===== src/core/cfu_pkg.sv =====
package cfu_pkg;
	typedef enum logic [3:0] {
		OP_NONE      = 4'b0000,
		OP_BRSETM    = 4'b0001,
		OP_BRCLRM    = 4'b0010,
		OP_LOOP      = 4'b0011,
		OP_JUMP      = 4'b0100,
		OP_SUBR      = 4'b0101,
		OP_RETSUB    = 4'b0110,
		OP_CALLPG    = 4'b0111,
		OP_RETPG     = 4'b1000
	} cfu_op_t;

	typedef enum logic [1:0] {
		LP_DEC  = 2'b00,
		LP_INC  = 2'b01,
		LP_TEST = 2'b10
	} cfu_loop_t;

	typedef enum logic [2:0] {
		CN_A  = 3'b000,
		CN_B  = 3'b001,
		CN_D  = 3'b100,
		CN_X  = 3'b101,
		CN_Y  = 3'b110,
		CN_SP = 3'b111
	} cfu_cnt_t;

	typedef enum logic [2:0] {
		ST_IDLE  = 3'b000,
		ST_WR_HI = 3'b001,
		ST_WR_LO = 3'b010,
		ST_WR_PG = 3'b011,
		ST_RD_PG = 3'b100,
		ST_RD_HI = 3'b101,
		ST_RD_LO = 3'b110,
		ST_DONE  = 3'b111
	} cfu_state_t;

	localparam logic [15:0] PC_RESET   = 16'h0000;
	localparam logic [15:0] SP_RESET   = 16'h0000;
	localparam logic [7:0]  PAGE_RESET = 8'h00;
	localparam logic [15:0] STEP_ONE   = 16'h0001;
	localparam logic [15:0] STEP_TWO   = 16'h0002;
endpackage : cfu_pkg


===== src/core/cfu_control_flow.sv =====
`timescale 1ns/1ps
// Functional notes
// [RULE1] mask branch: all masked bits set/clear
// [RULE2] mask branch offset signed 8-bit
// [RULE3] loop counter A,B,D,X,Y or SP
// [RULE4] loop offset signed 9-bit
// [RULE5] decrement loop writes back, branches zero/nonzero
// [RULE6] increment loop writes back, branches zero/nonzero
// [RULE7] test loop leaves counter, branches zero/nonzero
// [RULE8] jump loads absolute or indexed target
// [RULE9] subroutine entry: SP-2, push return high/low
// [RULE10] return pops PC high/low, SP+2
// [RULE11] paged call pushes return then page
// [RULE12] page immediate, or from memory indirect
// [RULE13] paged return pops page, then PC
// [RULE14] paged call/return always work fully
// [RULE15] untaken branch: PC after last operand
module cfu_control_flow (
	input  wire logic              clock,
	input  wire logic              rst,
	input  wire logic              start,
	input  wire cfu_pkg::cfu_op_t  op,
	input  wire cfu_pkg::cfu_loop_t loopKind,
	input  wire logic              loopOnZero,
	input  wire cfu_pkg::cfu_cnt_t cntSel,
	input  wire logic [15:0]       nextPc,
	input  wire logic [7:0]        memByte,
	input  wire logic [7:0]        maskByte,
	input  wire logic [8:0]        offset,
	input  wire logic [15:0]       target,
	input  wire logic [7:0]        newPage,
	input  wire logic [7:0]        regA,
	input  wire logic [7:0]        regB,
	input  wire logic [15:0]       regX,
	input  wire logic [15:0]       regY,
	output logic                   busy,
	output logic                   done,
	output logic [15:0]            pc,
	output logic [15:0]            sp,
	output logic [7:0]             programPage,
	output logic                   cntWrite,
	output cfu_pkg::cfu_cnt_t      cntWrSel,
	output logic [15:0]            cntWrData,
	output logic                   memWrite,
	output logic                   memRead,
	output logic [15:0]            memAddr,
	output logic [7:0]             memWrData,
	input  wire logic [7:0]        memRdData
);
	import cfu_pkg::*;

	cfu_state_t  state_q;
	logic [15:0] pc_q;
	logic [15:0] sp_q;
	logic [7:0]  page_q;
	logic [15:0] ret_q;
	logic [7:0]  oldPage_q;
	logic [7:0]  pcHi_q;
	logic [15:0] counter;
	logic [15:0] cntNew;
	logic        cntZero;
	logic        maskTaken;
	logic        loopTaken;
	logic [15:0] br8Target;
	logic [15:0] br9Target;
	logic        isWide;
	cfu_op_t     op_q;

	// indexed-indirect call modes resolve page and address upstream
	// into newPage/target, so both modes look alike here
	always_comb begin
		case (cntSel)
			CN_A:    counter = {8'h00, regA};
			CN_B:    counter = {8'h00, regB};
			CN_D:    counter = {regA, regB};
			CN_X:    counter = regX;
			CN_Y:    counter = regY;
			CN_SP:   counter = sp_q;
			default: counter = 16'h0000;
		endcase
	end // RULE3

	assign isWide = cntSel[2];

	always_comb begin
		case (loopKind)
			LP_DEC:  cntNew = counter - STEP_ONE; // RULE5
			LP_INC:  cntNew = counter + STEP_ONE; // RULE6
			default: cntNew = counter; // RULE7
		endcase
	end

	// byte counters only test their low eight bits
	assign cntZero = isWide ? (cntNew == 16'h0000) : (cntNew[7:0] == 8'h00);
	assign loopTaken = (cntZero == loopOnZero); // RULE5 RULE6 RULE7

	assign maskTaken = (op == OP_BRSETM) ? ((~memByte & maskByte) == 8'h00)
		: ((memByte & maskByte) == 8'h00); // RULE1

	assign br8Target = nextPc + {{8{offset[7]}}, offset[7:0]}; // RULE2
	assign br9Target = nextPc + {{7{offset[8]}}, offset}; // RULE4

	always_ff @(posedge clock) begin
		if (rst) begin
			state_q <= ST_IDLE;
		end else begin
			case (state_q)
				ST_IDLE: begin
					if (start) begin
						case (op)
							OP_SUBR, OP_CALLPG: state_q <= ST_WR_HI;
							OP_RETSUB:          state_q <= ST_RD_HI;
							OP_RETPG:           state_q <= ST_RD_PG;
							default:            state_q <= ST_DONE;
						endcase
					end
				end
				ST_WR_HI: state_q <= ST_WR_LO;
				ST_WR_LO: state_q <= (op_q == OP_CALLPG) ? ST_WR_PG : ST_DONE;
				ST_WR_PG: state_q <= ST_DONE;
				ST_RD_PG: state_q <= ST_RD_HI;
				ST_RD_HI: state_q <= ST_RD_LO;
				ST_RD_LO: state_q <= ST_DONE;
				ST_DONE:  state_q <= ST_IDLE;
				default:  state_q <= ST_IDLE;
			endcase
		end
	end

	always_ff @(posedge clock) begin
		if (rst) begin
			ret_q     <= 16'h0000;
			oldPage_q <= PAGE_RESET;
			op_q      <= OP_NONE;
		end else if (state_q == ST_IDLE && start) begin
			// op is held here so the sequence never depends on the live input
			ret_q     <= nextPc;
			oldPage_q <= page_q;
			op_q      <= op;
		end
	end

	always_ff @(posedge clock) begin
		if (rst) begin
			pc_q   <= PC_RESET;
			pcHi_q <= 8'h00;
		end else if (state_q == ST_IDLE && start) begin
			case (op)
				OP_BRSETM, OP_BRCLRM: pc_q <= maskTaken ? br8Target : nextPc; // RULE1 RULE15
				OP_LOOP:   pc_q <= loopTaken ? br9Target : nextPc; // RULE15
				OP_JUMP:   pc_q <= target; // RULE8
				OP_SUBR, OP_CALLPG: pc_q <= target; // RULE9 RULE11
				default:   pc_q <= pc_q;
			endcase
		end else if (state_q == ST_RD_HI) begin
			pcHi_q <= memRdData; // RULE10 RULE13
		end else if (state_q == ST_RD_LO) begin
			pc_q <= {pcHi_q, memRdData}; // RULE10 RULE13
		end
	end

	always_ff @(posedge clock) begin
		if (rst) begin
			sp_q <= SP_RESET;
		end else begin
			case (state_q)
				ST_IDLE: begin
					if (start && (op == OP_SUBR || op == OP_CALLPG)) begin
						sp_q <= sp_q - STEP_TWO; // RULE9 RULE11
					end else if (start && op == OP_LOOP && cntSel == CN_SP) begin
						sp_q <= cntNew; // RULE5 RULE6
					end
				end
				ST_WR_LO: if (op_q == OP_CALLPG) sp_q <= sp_q - STEP_ONE; // RULE11
				ST_RD_PG: sp_q <= sp_q + STEP_ONE; // RULE13
				ST_RD_LO: sp_q <= sp_q + STEP_TWO; // RULE10 RULE13
				default:  sp_q <= sp_q;
			endcase
		end
	end

	// page register is always present so stacking works without paging
	always_ff @(posedge clock) begin
		if (rst) begin
			page_q <= PAGE_RESET;
		end else if (state_q == ST_IDLE && start && op == OP_CALLPG) begin
			page_q <= newPage; // RULE11 RULE12 RULE14
		end else if (state_q == ST_RD_PG) begin
			page_q <= memRdData; // RULE13 RULE14
		end
	end

	always_comb begin
		memWrite  = 1'b0;
		memRead   = 1'b0;
		memAddr   = sp_q;
		memWrData = 8'h00;
		case (state_q)
			ST_WR_HI: begin
				memWrite  = 1'b1;
				memWrData = ret_q[15:8]; // RULE9
			end
			ST_WR_LO: begin
				memWrite  = 1'b1;
				memAddr   = sp_q + STEP_ONE;
				memWrData = ret_q[7:0]; // RULE9
			end
			ST_WR_PG: begin
				memWrite  = 1'b1;
				memWrData = oldPage_q; // RULE11
			end
			ST_RD_PG: memRead = 1'b1;
			ST_RD_HI: memRead = 1'b1;
			ST_RD_LO: begin
				memRead = 1'b1;
				memAddr = sp_q + STEP_ONE;
			end
			default: memRead = 1'b0;
		endcase
	end

	always_comb begin
		cntWrite  = 1'b0;
		// byte counters go back with a clear high byte
		cntWrData = isWide ? cntNew : {8'h00, cntNew[7:0]};
		cntWrSel  = cntSel;
		if (state_q == ST_IDLE && start && op == OP_LOOP && loopKind != LP_TEST) begin
			cntWrite = 1'b1; // RULE5 RULE6
		end
	end

	assign busy        = (state_q != ST_IDLE);
	assign done        = (state_q == ST_DONE);
	assign pc          = pc_q;
	assign sp          = sp_q;
	assign programPage = page_q;

	chk_test_no_write: assert property (@(posedge clock) disable iff (rst)
		(start && !busy && op == OP_LOOP && loopKind == LP_TEST) |-> !cntWrite)
		else $error("test loop wrote its counter"); // RULE7
	chk_call_sp_drop: assert property (@(posedge clock) disable iff (rst)
		(start && !busy && op == OP_CALLPG) |=> ##2 (sp == $past(sp, 3) - 16'h0003))
		else $error("paged call stack drop wrong"); // RULE11
	chk_ret_sp_rise: assert property (@(posedge clock) disable iff (rst)
		(start && !busy && op == OP_RETSUB) |=> ##2 (sp == $past(sp, 3) + 16'h0002))
		else $error("return stack rise wrong"); // RULE10
	chk_retpg_sp_rise: assert property (@(posedge clock) disable iff (rst)
		(start && !busy && op == OP_RETPG) |=> ##3 (sp == $past(sp, 4) + 16'h0003))
		else $error("paged return stack rise wrong"); // RULE13
	chk_jump_target: assert property (@(posedge clock) disable iff (rst)
		(start && !busy && op == OP_JUMP) |=> (pc == $past(target)))
		else $error("jump target not loaded"); // RULE8
	chk_entry_push: assert property (@(posedge clock) disable iff (rst)
		(start && !busy && op == OP_SUBR) |=> (memWrite && memAddr == sp
		&& memWrData == $past(nextPc[15:8])) ##1 (memWrite && memWrData == $past(nextPc[7:0], 2)))
		else $error("return address push wrong"); // RULE9
	chk_mask_branch: assert property (@(posedge clock) disable iff (rst)
		(start && !busy && op == OP_BRSETM && (memByte & maskByte) != maskByte)
		|=> (pc == $past(nextPc)))
		else $error("mask branch taken wrongly"); // RULE1
	chk_loop_offset: assert property (@(posedge clock) disable iff (rst)
		(start && !busy && op == OP_LOOP && loopTaken)
		|=> (pc == $past(nextPc) + {{7{$past(offset[8])}}, $past(offset)}))
		else $error("loop branch target wrong"); // RULE4
	chk_call_page: assert property (@(posedge clock) disable iff (rst)
		(start && !busy && op == OP_CALLPG) |=> ##2 (memWrite && memWrData == $past(programPage, 3)))
		else $error("old page not stacked"); // RULE11

	chk_clr_branch: assert property (@(posedge clock) disable iff (rst) // RULE2
		(start && !busy && op == OP_BRCLRM && (memByte & maskByte) == 8'h00)
		|=> (pc == $past(nextPc) + {{8{$past(offset[7])}}, $past(offset[7:0])}))
		else $error("mask branch target wrong");
	chk_dec_write: assert property (@(posedge clock) disable iff (rst) // RULE5
		(start && !busy && op == OP_LOOP && loopKind == LP_DEC && cntSel == CN_X)
		|-> (cntWrite && cntWrData == regX - 16'h0001))
		else $error("decrement write back wrong");
	chk_inc_write: assert property (@(posedge clock) disable iff (rst) // RULE6
		(start && !busy && op == OP_LOOP && loopKind == LP_INC && cntSel == CN_Y)
		|-> (cntWrite && cntWrData == regY + 16'h0001))
		else $error("increment write back wrong");
	chk_loop_fall: assert property (@(posedge clock) disable iff (rst) // RULE15
		(start && !busy && op == OP_LOOP && loopKind == LP_TEST && loopOnZero
		&& cntSel == CN_Y && regY != 16'h0000) |=> (pc == $past(nextPc)))
		else $error("untaken loop moved pc wrongly");
	chk_sp_counter: assert property (@(posedge clock) disable iff (rst) // RULE3
		(start && !busy && op == OP_LOOP && loopKind == LP_DEC && cntSel == CN_SP)
		|=> (sp == $past(sp) - 16'h0001))
		else $error("stack pointer counter wrong");
	chk_ret_read: assert property (@(posedge clock) disable iff (rst) // RULE10
		(start && !busy && op == OP_RETSUB) |=> (memRead && memAddr == sp)
		##1 (memRead && memAddr == sp + 16'h0001))
		else $error("return read order wrong");
	chk_retpg_read: assert property (@(posedge clock) disable iff (rst) // RULE13
		(start && !busy && op == OP_RETPG) |=> (memRead && memAddr == sp)
		##1 (memRead && memAddr == sp) ##1 (memRead && memAddr == sp + 16'h0001))
		else $error("paged return read order wrong");
	chk_new_page: assert property (@(posedge clock) disable iff (rst) // RULE12
		(start && !busy && op == OP_CALLPG) |=> (programPage == $past(newPage)))
		else $error("new page not loaded");
	chk_paged_target: assert property (@(posedge clock) disable iff (rst) // RULE14
		(start && !busy && (op == OP_CALLPG || op == OP_SUBR)) |=> (pc == $past(target)))
		else $error("call target not loaded");
endmodule : cfu_control_flow


===== config.mk =====
export PLATFORM = sky130hd
export DESIGN_NAME = cfu_control_flow
export DESIGN_NICKNAME = d
export VERILOG_FILES = /design/src/core/cfu_pkg.sv /design/src/core/cfu_control_flow.sv
export SDC_FILE = /design/constraint.sdc
export NUM_CORES = 1
export LEC_CHECK = 0
export BUFFER_PORTS_ARGS = -buffer_cell sky130_fd_sc_hd__buf_2
export CORE_MARGIN = 4
export CORE_UTILIZATION = 59
export CTS_CLUSTER_DIAMETER = 40
export DETAILED_ROUTE_END_ITERATION = 6
export PLACE_DENSITY = 0.91
export SLEW_MARGIN = 30
export SYNTH_ARGS = -nofsm -noshare
export SYNTH_HDL_FRONTEND = slang
export SYNTH_SLANG_ARGS = --single-unit

===== constraint.sdc =====
create_clock -name clock -period 12.1 [get_ports clock]
set_clock_uncertainty 0.1 [all_clocks]
set_input_delay 1.21 -clock clock [delete_from_list [all_inputs] [get_ports clock]]
set_output_delay 1.21 -clock clock [all_outputs]
set_load 0.05 [all_outputs]

Word-level counts from Yosys, hierarchy flattened
Cells that the tools add are included.
- reductions and logical operators: 29
- equality and inequality tests: 29
- muxes and demuxes: 26
- bitwise operators: 4
- $add $sub $neg: 8
- operators by type and width (cell ; number):
    16-bit 2-to-1 mux ; 10
    16-bit case mux with 6 select lines ; 1
    16-bit case mux with 4 select lines ; 1
    16-bit case mux with 3 select lines ; 1
    16-bit by 1-bit adder with 16-bit output, second input constant ; 2
    16-bit adder ; 2
    16-bit case mux with 2 select lines ; 1
    16-bit by 1-bit subtractor with 16-bit output, second input constant ; 2
    3-bit == test, second input constant ; 8
    8-bit logical NOT ; 3
    8-bit case mux with 3 select lines ; 1
    3-bit case mux with 7 select lines ; 1
    4-bit by 3-bit == test with 1-bit output, second input constant ; 5
    16-bit by 2-bit adder with 16-bit output, second input constant ; 1
    8-bit AND ; 2
    16-bit logical NOT ; 1
    8-bit 2-to-1 mux ; 2
    16-bit by 2-bit subtractor with 16-bit output, second input constant ; 1
    3-bit case mux with 3 select lines ; 1
    3-bit OR reduction ; 3
    4-bit by 2-bit == test with 1-bit output, second input constant ; 2
    2-bit inequality test, second input constant ; 4
    8-bit inverter ; 1
    2-bit OR reduction ; 4
    20 further kinds ; 36
- output and inout bits: 88
- flip-flop bits (word level): 79
- word-level logic and storage cells: 104
- bits of input ports: 134

Logic depth before layout (Yosys ltp)
- depth in word-level cells: 10
- depth in mapped cells: 20
- gate-level depth less buffers: 16

Worst setup path before layout
No wires, ideal clock.
- path type: input -> register
- start: input port loopKind[1]
- end: register pc_q[7], in the netlist pc[7]
- library setup time: 0.086 ns
- stages: 18
- slack: 5.923 ns
- data arrival time: 5.990 ns
- buffers on the path: 3
- cells stage by stage: clkbuf_1 inv_1 clkbuf_1 nand2_1 inv_1 fa_1 nand2b_1 a21oi_1 or4_1 o2111ai_1 or4_4 nor4_4 mux2i_1 o311a_1 buf_6 a21oi_1 or3_1 a221oi_2
- word-level cells in the longest chain between the ends: 8
- elaborated cells between the ends (all ways): 10
- those cells by class: 2 x eq/ne; 5 x mux; 3 x reduce/logical
- ends and longest elaborated chain (what ; line ; source):
    start, declared ; cfu_control_flow.sv:23 ; input wire cfu_pkg::cfu_loop_t loopKind,
    2-bit by 1-bit == test with 1-bit output or 2-bit logical NOT (tied branches) ; cfu_control_flow.sv:86 ; case (loopKind)
    16-bit case mux with 2 select lines * ; cfu_control_flow.sv:86 ;
    16-bit logical NOT or 8-bit logical NOT (tied branches) ; cfu_control_flow.sv:94 ; assign cntZero = isWide ? (cntNew == 16'h0000) : (cntNew[7:0] == 8'h00);
    1-bit 2-to-1 mux * ; cfu_control_flow.sv:94 ;
    1-bit == test * ; cfu_control_flow.sv:95 ; assign loopTaken = (cntZero == loopOnZero);
    16-bit 2-to-1 mux * ; cfu_control_flow.sv:150 ; OP_LOOP: pc_q <= loopTaken ? br9Target : nextPc;
    16-bit case mux with 3 select lines * ; cfu_control_flow.sv:148 ; case (op)
    16-bit 2-to-1 mux * ; cfu_control_flow.sv:147 ; end else if (state_q == ST_IDLE && start) begin
    end signal, assigned ; cfu_control_flow.sv:149 ; OP_BRSETM, OP_BRCLRM: pc_q <= maskTaken ? br8Target : nextPc;
    end signal, assigned ; cfu_control_flow.sv:150 ;
    end signal, assigned ; cfu_control_flow.sv:151 ; OP_JUMP: pc_q <= target;
    end, declared ; cfu_control_flow.sv:53 ; logic [15:0] pc_q;
Every way passes the cells marked *; elsewhere a longest branch is shown, timed or not.
A chain may end at the register's enable or synchronous reset.

Worst setup path after layout
- start: input port loopKind[1]
- end: output port cntWrData[15]
- word-level cells in the longest chain between the ends: 3
- elaborated cells between the ends (all ways): 4
- those cells by class: 1 x eq/ne; 2 x mux; 1 x reduce/logical
- ends and longest elaborated chain (what ; line ; source):
    2-bit by 1-bit == test with 1-bit output or 2-bit logical NOT (tied branches) ; cfu_control_flow.sv:86 ;
    16-bit case mux with 2 select lines * ; cfu_control_flow.sv:86 ;
    16-bit 2-to-1 mux * ; cfu_control_flow.sv:225 ; cntWrData = isWide ? cntNew : {8'h00, cntNew[7:0]};
    end, declared ; cfu_control_flow.sv:43 ; output logic [15:0] cntWrData,
Marked as above.

==> results.py <==
metrics = {
    "run_status": {
        "status": "finished with violations",
        "violations": "design-rule violations",
    },
    "routing": {
        "vias_per_cell": 6.73,
        "wl_met1_um": 11700,
        "drt_iter0_drc": 1433,
        "first_pass_iters": 7,
        "wl_met2_um": 14300,
        "drtAntennaViolNets": 0,
        "top_layer": "met4",
        "wl_per_cell_um": 20.3,
        "num_vias": 10392,
        "routed_wl_um": 31400,
        "met3_length_um": 3420,
        "remaining_drc_errors": 1,
    },
    "finish": {
        "drive_gt1_frac": 0.227,
        "layout_common_cells": "buf_2 (221), nand2_1 (157), nor2_1 (120)",
        "postLayoutCoreUtil": 0.707,
        "num_antenna_cells": 0,
        "synthToLayoutAreaGrowth_pct": 15.8,
        "final_common_cell": "buf_2",
        "finalNetCount": 1537,
        "fin_area_sq_um": 9960,
        "n_fill_cell": 1173,
    },
    "worst_setup_path": {
        "cp.arrival_ns": 5.26,
        "end_kind": "output port",
        "worstReg2RegStart": "sp[1]",
        "ff2ff_path_depth": 15,
        "reg2reg_slack_ns": 7.01,
        "startpoint_type": "input pin",
        "worst-setup-path-type": "in -> out",
        "path_max_fanout": 26,
        "worstPathRequired_ns": 10.79,
        "reg2reg_to": "pc[7]",
    },
    "synth": {
        "synth-edff-count": 0,
        "syn_inst": 1207,
        "synth_seq_cells": 79,
        "async_flop_share": 0,
        "synth_flop_cell": "dfxtp_1",
        "ys_warn_count": 0,
        "syn_nets": 1384,
        "synth.area.top_cells": "dfxtp_1 (18%), nand2_1 (6.9%), a21oi_1 (6.7%)",
        "syn-mean-instance-area_sq_um": 7.12,
        "ys_seq_area_frac": 0.184,
        "synth_area_leader_cell": "dfxtp_1",
        "synth_cell_types": 86,
        "synth_top_area_share": 0.184,
        "syn_area_sq_um": 8600,
    },
    "clocking": {
        "cts_buffer_depth": 2,
        "cts.sinks": 79,
        "cts_setup_buffers": 0,
        "post_cts_resized": 0,
        "cts_root_buffer": "clkbuf_16",
        "path_clk_slew_ns": 0.06,
        "cts_tree": "done",
        "clock_latency_ns": 0.34,
        "cts_hold_buffers": 0,
        "htree_levels": 3,
        "cts_buffers": 9,
    },
    "sta": {
        "hold_ws_ns": 0.357,
        "worst_pin_slew_ns": 1.01,
        "period_needed_ns": 6.57,
        "layout_setup_ws_ns": 5.53,
        "rsz0062_at_grt": "false",
        "timing.fmax_mhz": 152,
        "max-slew-margin-rel": 0.329,
        "finalSetupViolations": 0,
        "finalMaxSlewViolations": 0,
        "period_share": 0.543,
        "finalHoldViolations": 0,
        "fin_setup_tns_ns": 0,
    },
    "grt": {
        "grt_start_max_net_pins": 86,
        "first_global_vias": 9377,
        "grt_overflow": 0,
        "grt_pass1_wl_um": 48200,
        "grt.total_usage": 0.362,
        "antenna_found_initial": 0,
    },
    "floorplan": {
        "core_sq_um": 14100,
        "std_cell_rows": 43,
        "ioPinCount": 222,
        "dieHeight_um": 129,
        "die_w_um": 129,
        "start_util": 0.610,
        "dieArea_sq_um": 16600,
    },
    "place": {
        "gp_congestion": 1.04,
        "io_buffer_count": 221,
        "dp_hpwl_um": 23700,
        "pre_cts_slack_ns": 5.48,
        "place_area_sq_um": 9660,
    },
    "power_and_ir_drop": {
        "power_density_nw_per_um2": 145,
        "p_leak_nw": 4.26,
        "ir_worst_vdd_mv": 0.0915,
    },
    "min_path": {
        "worstHoldPathCells": 2,
        "hold_start": "ret_q[15]",
        "hold_path_class": "reg -> reg",
        "whs_endpoint": "ret_q[15]",
    },
    "run": {
        "cap_violations": 0,
    },
}
==> cell usage after synthesis (4+ instances only) <==
cell type and instances:
clkbuf_1 70, o41ai_1 8, nor3_1 46, nor3b_1 6, a21o_1 12, xor2_1 19, nand2b_1 11, a31o_2 4
and3_1 8, o21ai_0 60, mux4_2 8, a21oi_1 115, a22oi_1 22, dfxtp_1 79, nand2_1 157, mux2i_1 22
buf_1 7, or3_1 12, nand4_1 9, nor2_1 120, o21bai_1 7, nand3b_1 9, nor4_1 7, inv_1 39
o22ai_1 14, o21a_1 7, a211oi_1 19, a311oi_1 23, buf_2 8, buf_4 5, xnor2_1 31, o311ai_0 5
nor2b_1 10, o211ai_1 4, and2_1 17, o21ai_1 6, and2_0 4, a41oi_1 4, o2111ai_1 5, a221oi_1 14
mux2_2 20, a31oi_1 9, ha_1 41, nand3_1 40
==> worst max-delay path, cell delays in order <==
cell,delay (ns)
buf_2,0.42
inv_1,0.39
nand2_1,0.63
ha_1,0.39
a211o_1,0.27
a311o_1,0.33
o211ai_2,0.20
a31oi_1,0.14
o31a_1,0.30
o21a_2,0.25
xnor2_4,0.28
and2_1,0.17
buf_2,0.26
==> report_power, final <==
| group | total [mW] | internal [mW] | switching, mW |
|---|---|---|---|
| clock | 0.284 | 0.162 | 0.121 |
| sequential | 0.367 | 0.292 | 0.0752 |
| combinational | 0.793 | 0.254 | 0.539 |
==> final cells by class <==
| cell class | instances | area [sq um] | area share |
|---|---|---|---|
| Multi-Input combinational cell | 997 | 6500 | 0.652 |
| Sequential cell | 79 | 1580 | 0.159 |
| Timing Repair Buffer | 234 | 1200 | 0.121 |
| Clock buffer | 9 | 225 | 0.0226 |
| Tap cell | 180 | 225 | 0.0226 |
| Inverter | 39 | 146 | 0.0147 |
| Clock inverter | 7 | 78.8 | 0.00791 |
==> metal layers <==
layer | vias to the layer above | track usage
met2 | 753 | 0.586
li1 | 4744 | -
met5 | - | 0
met4 | 0 | 0.190
met3 | 174 | 0.0635
met1 | 4721 | 0.460
==> kinds of logic after synthesis <==
group,synth area share
and+or+nand+nor,0.261
xor gates and xnor gates,0.0541
DFF,0.184
AOI/OAI and AO/OA,0.300
buffers and inverters,0.0623
muxes,0.0745
adders and majority gates,0.0643
==> worst max path at each step <==
stage | cells past startpoint | start | endpoint
after floorplan | 18 | loopKind[1] | pc[7]
after global placement | 16 | loopKind[1] | pc[7]
after detailed placement | 16 | loopKind[1] | pc[7]
after CTS | 13 | loopKind[1] | cntWrData[15]
after global routing | 15 | cntSel[0] | cntWrData[15]
final | 13 | loopKind[1] | cntWrData[15]
==> sequential cells by signal (all words and copies together), names as in the netlist <==
signal,count
pc,16
ret_q,16
sp,16
oldPage_q,8
pcHi_q,8
programPage,8
op_q,4
state_q,3
==> stage by stage <==
stage                     instances  power (mW)
final                          1545        1.44
after global routing           1545        1.51
after CTS                      1545        1.43
after detailed placement       1529        1.14
after global placement         1529        1.13
after floorplan                1207       0.939
Note: power is estimated with default switching activity, not from simulation.
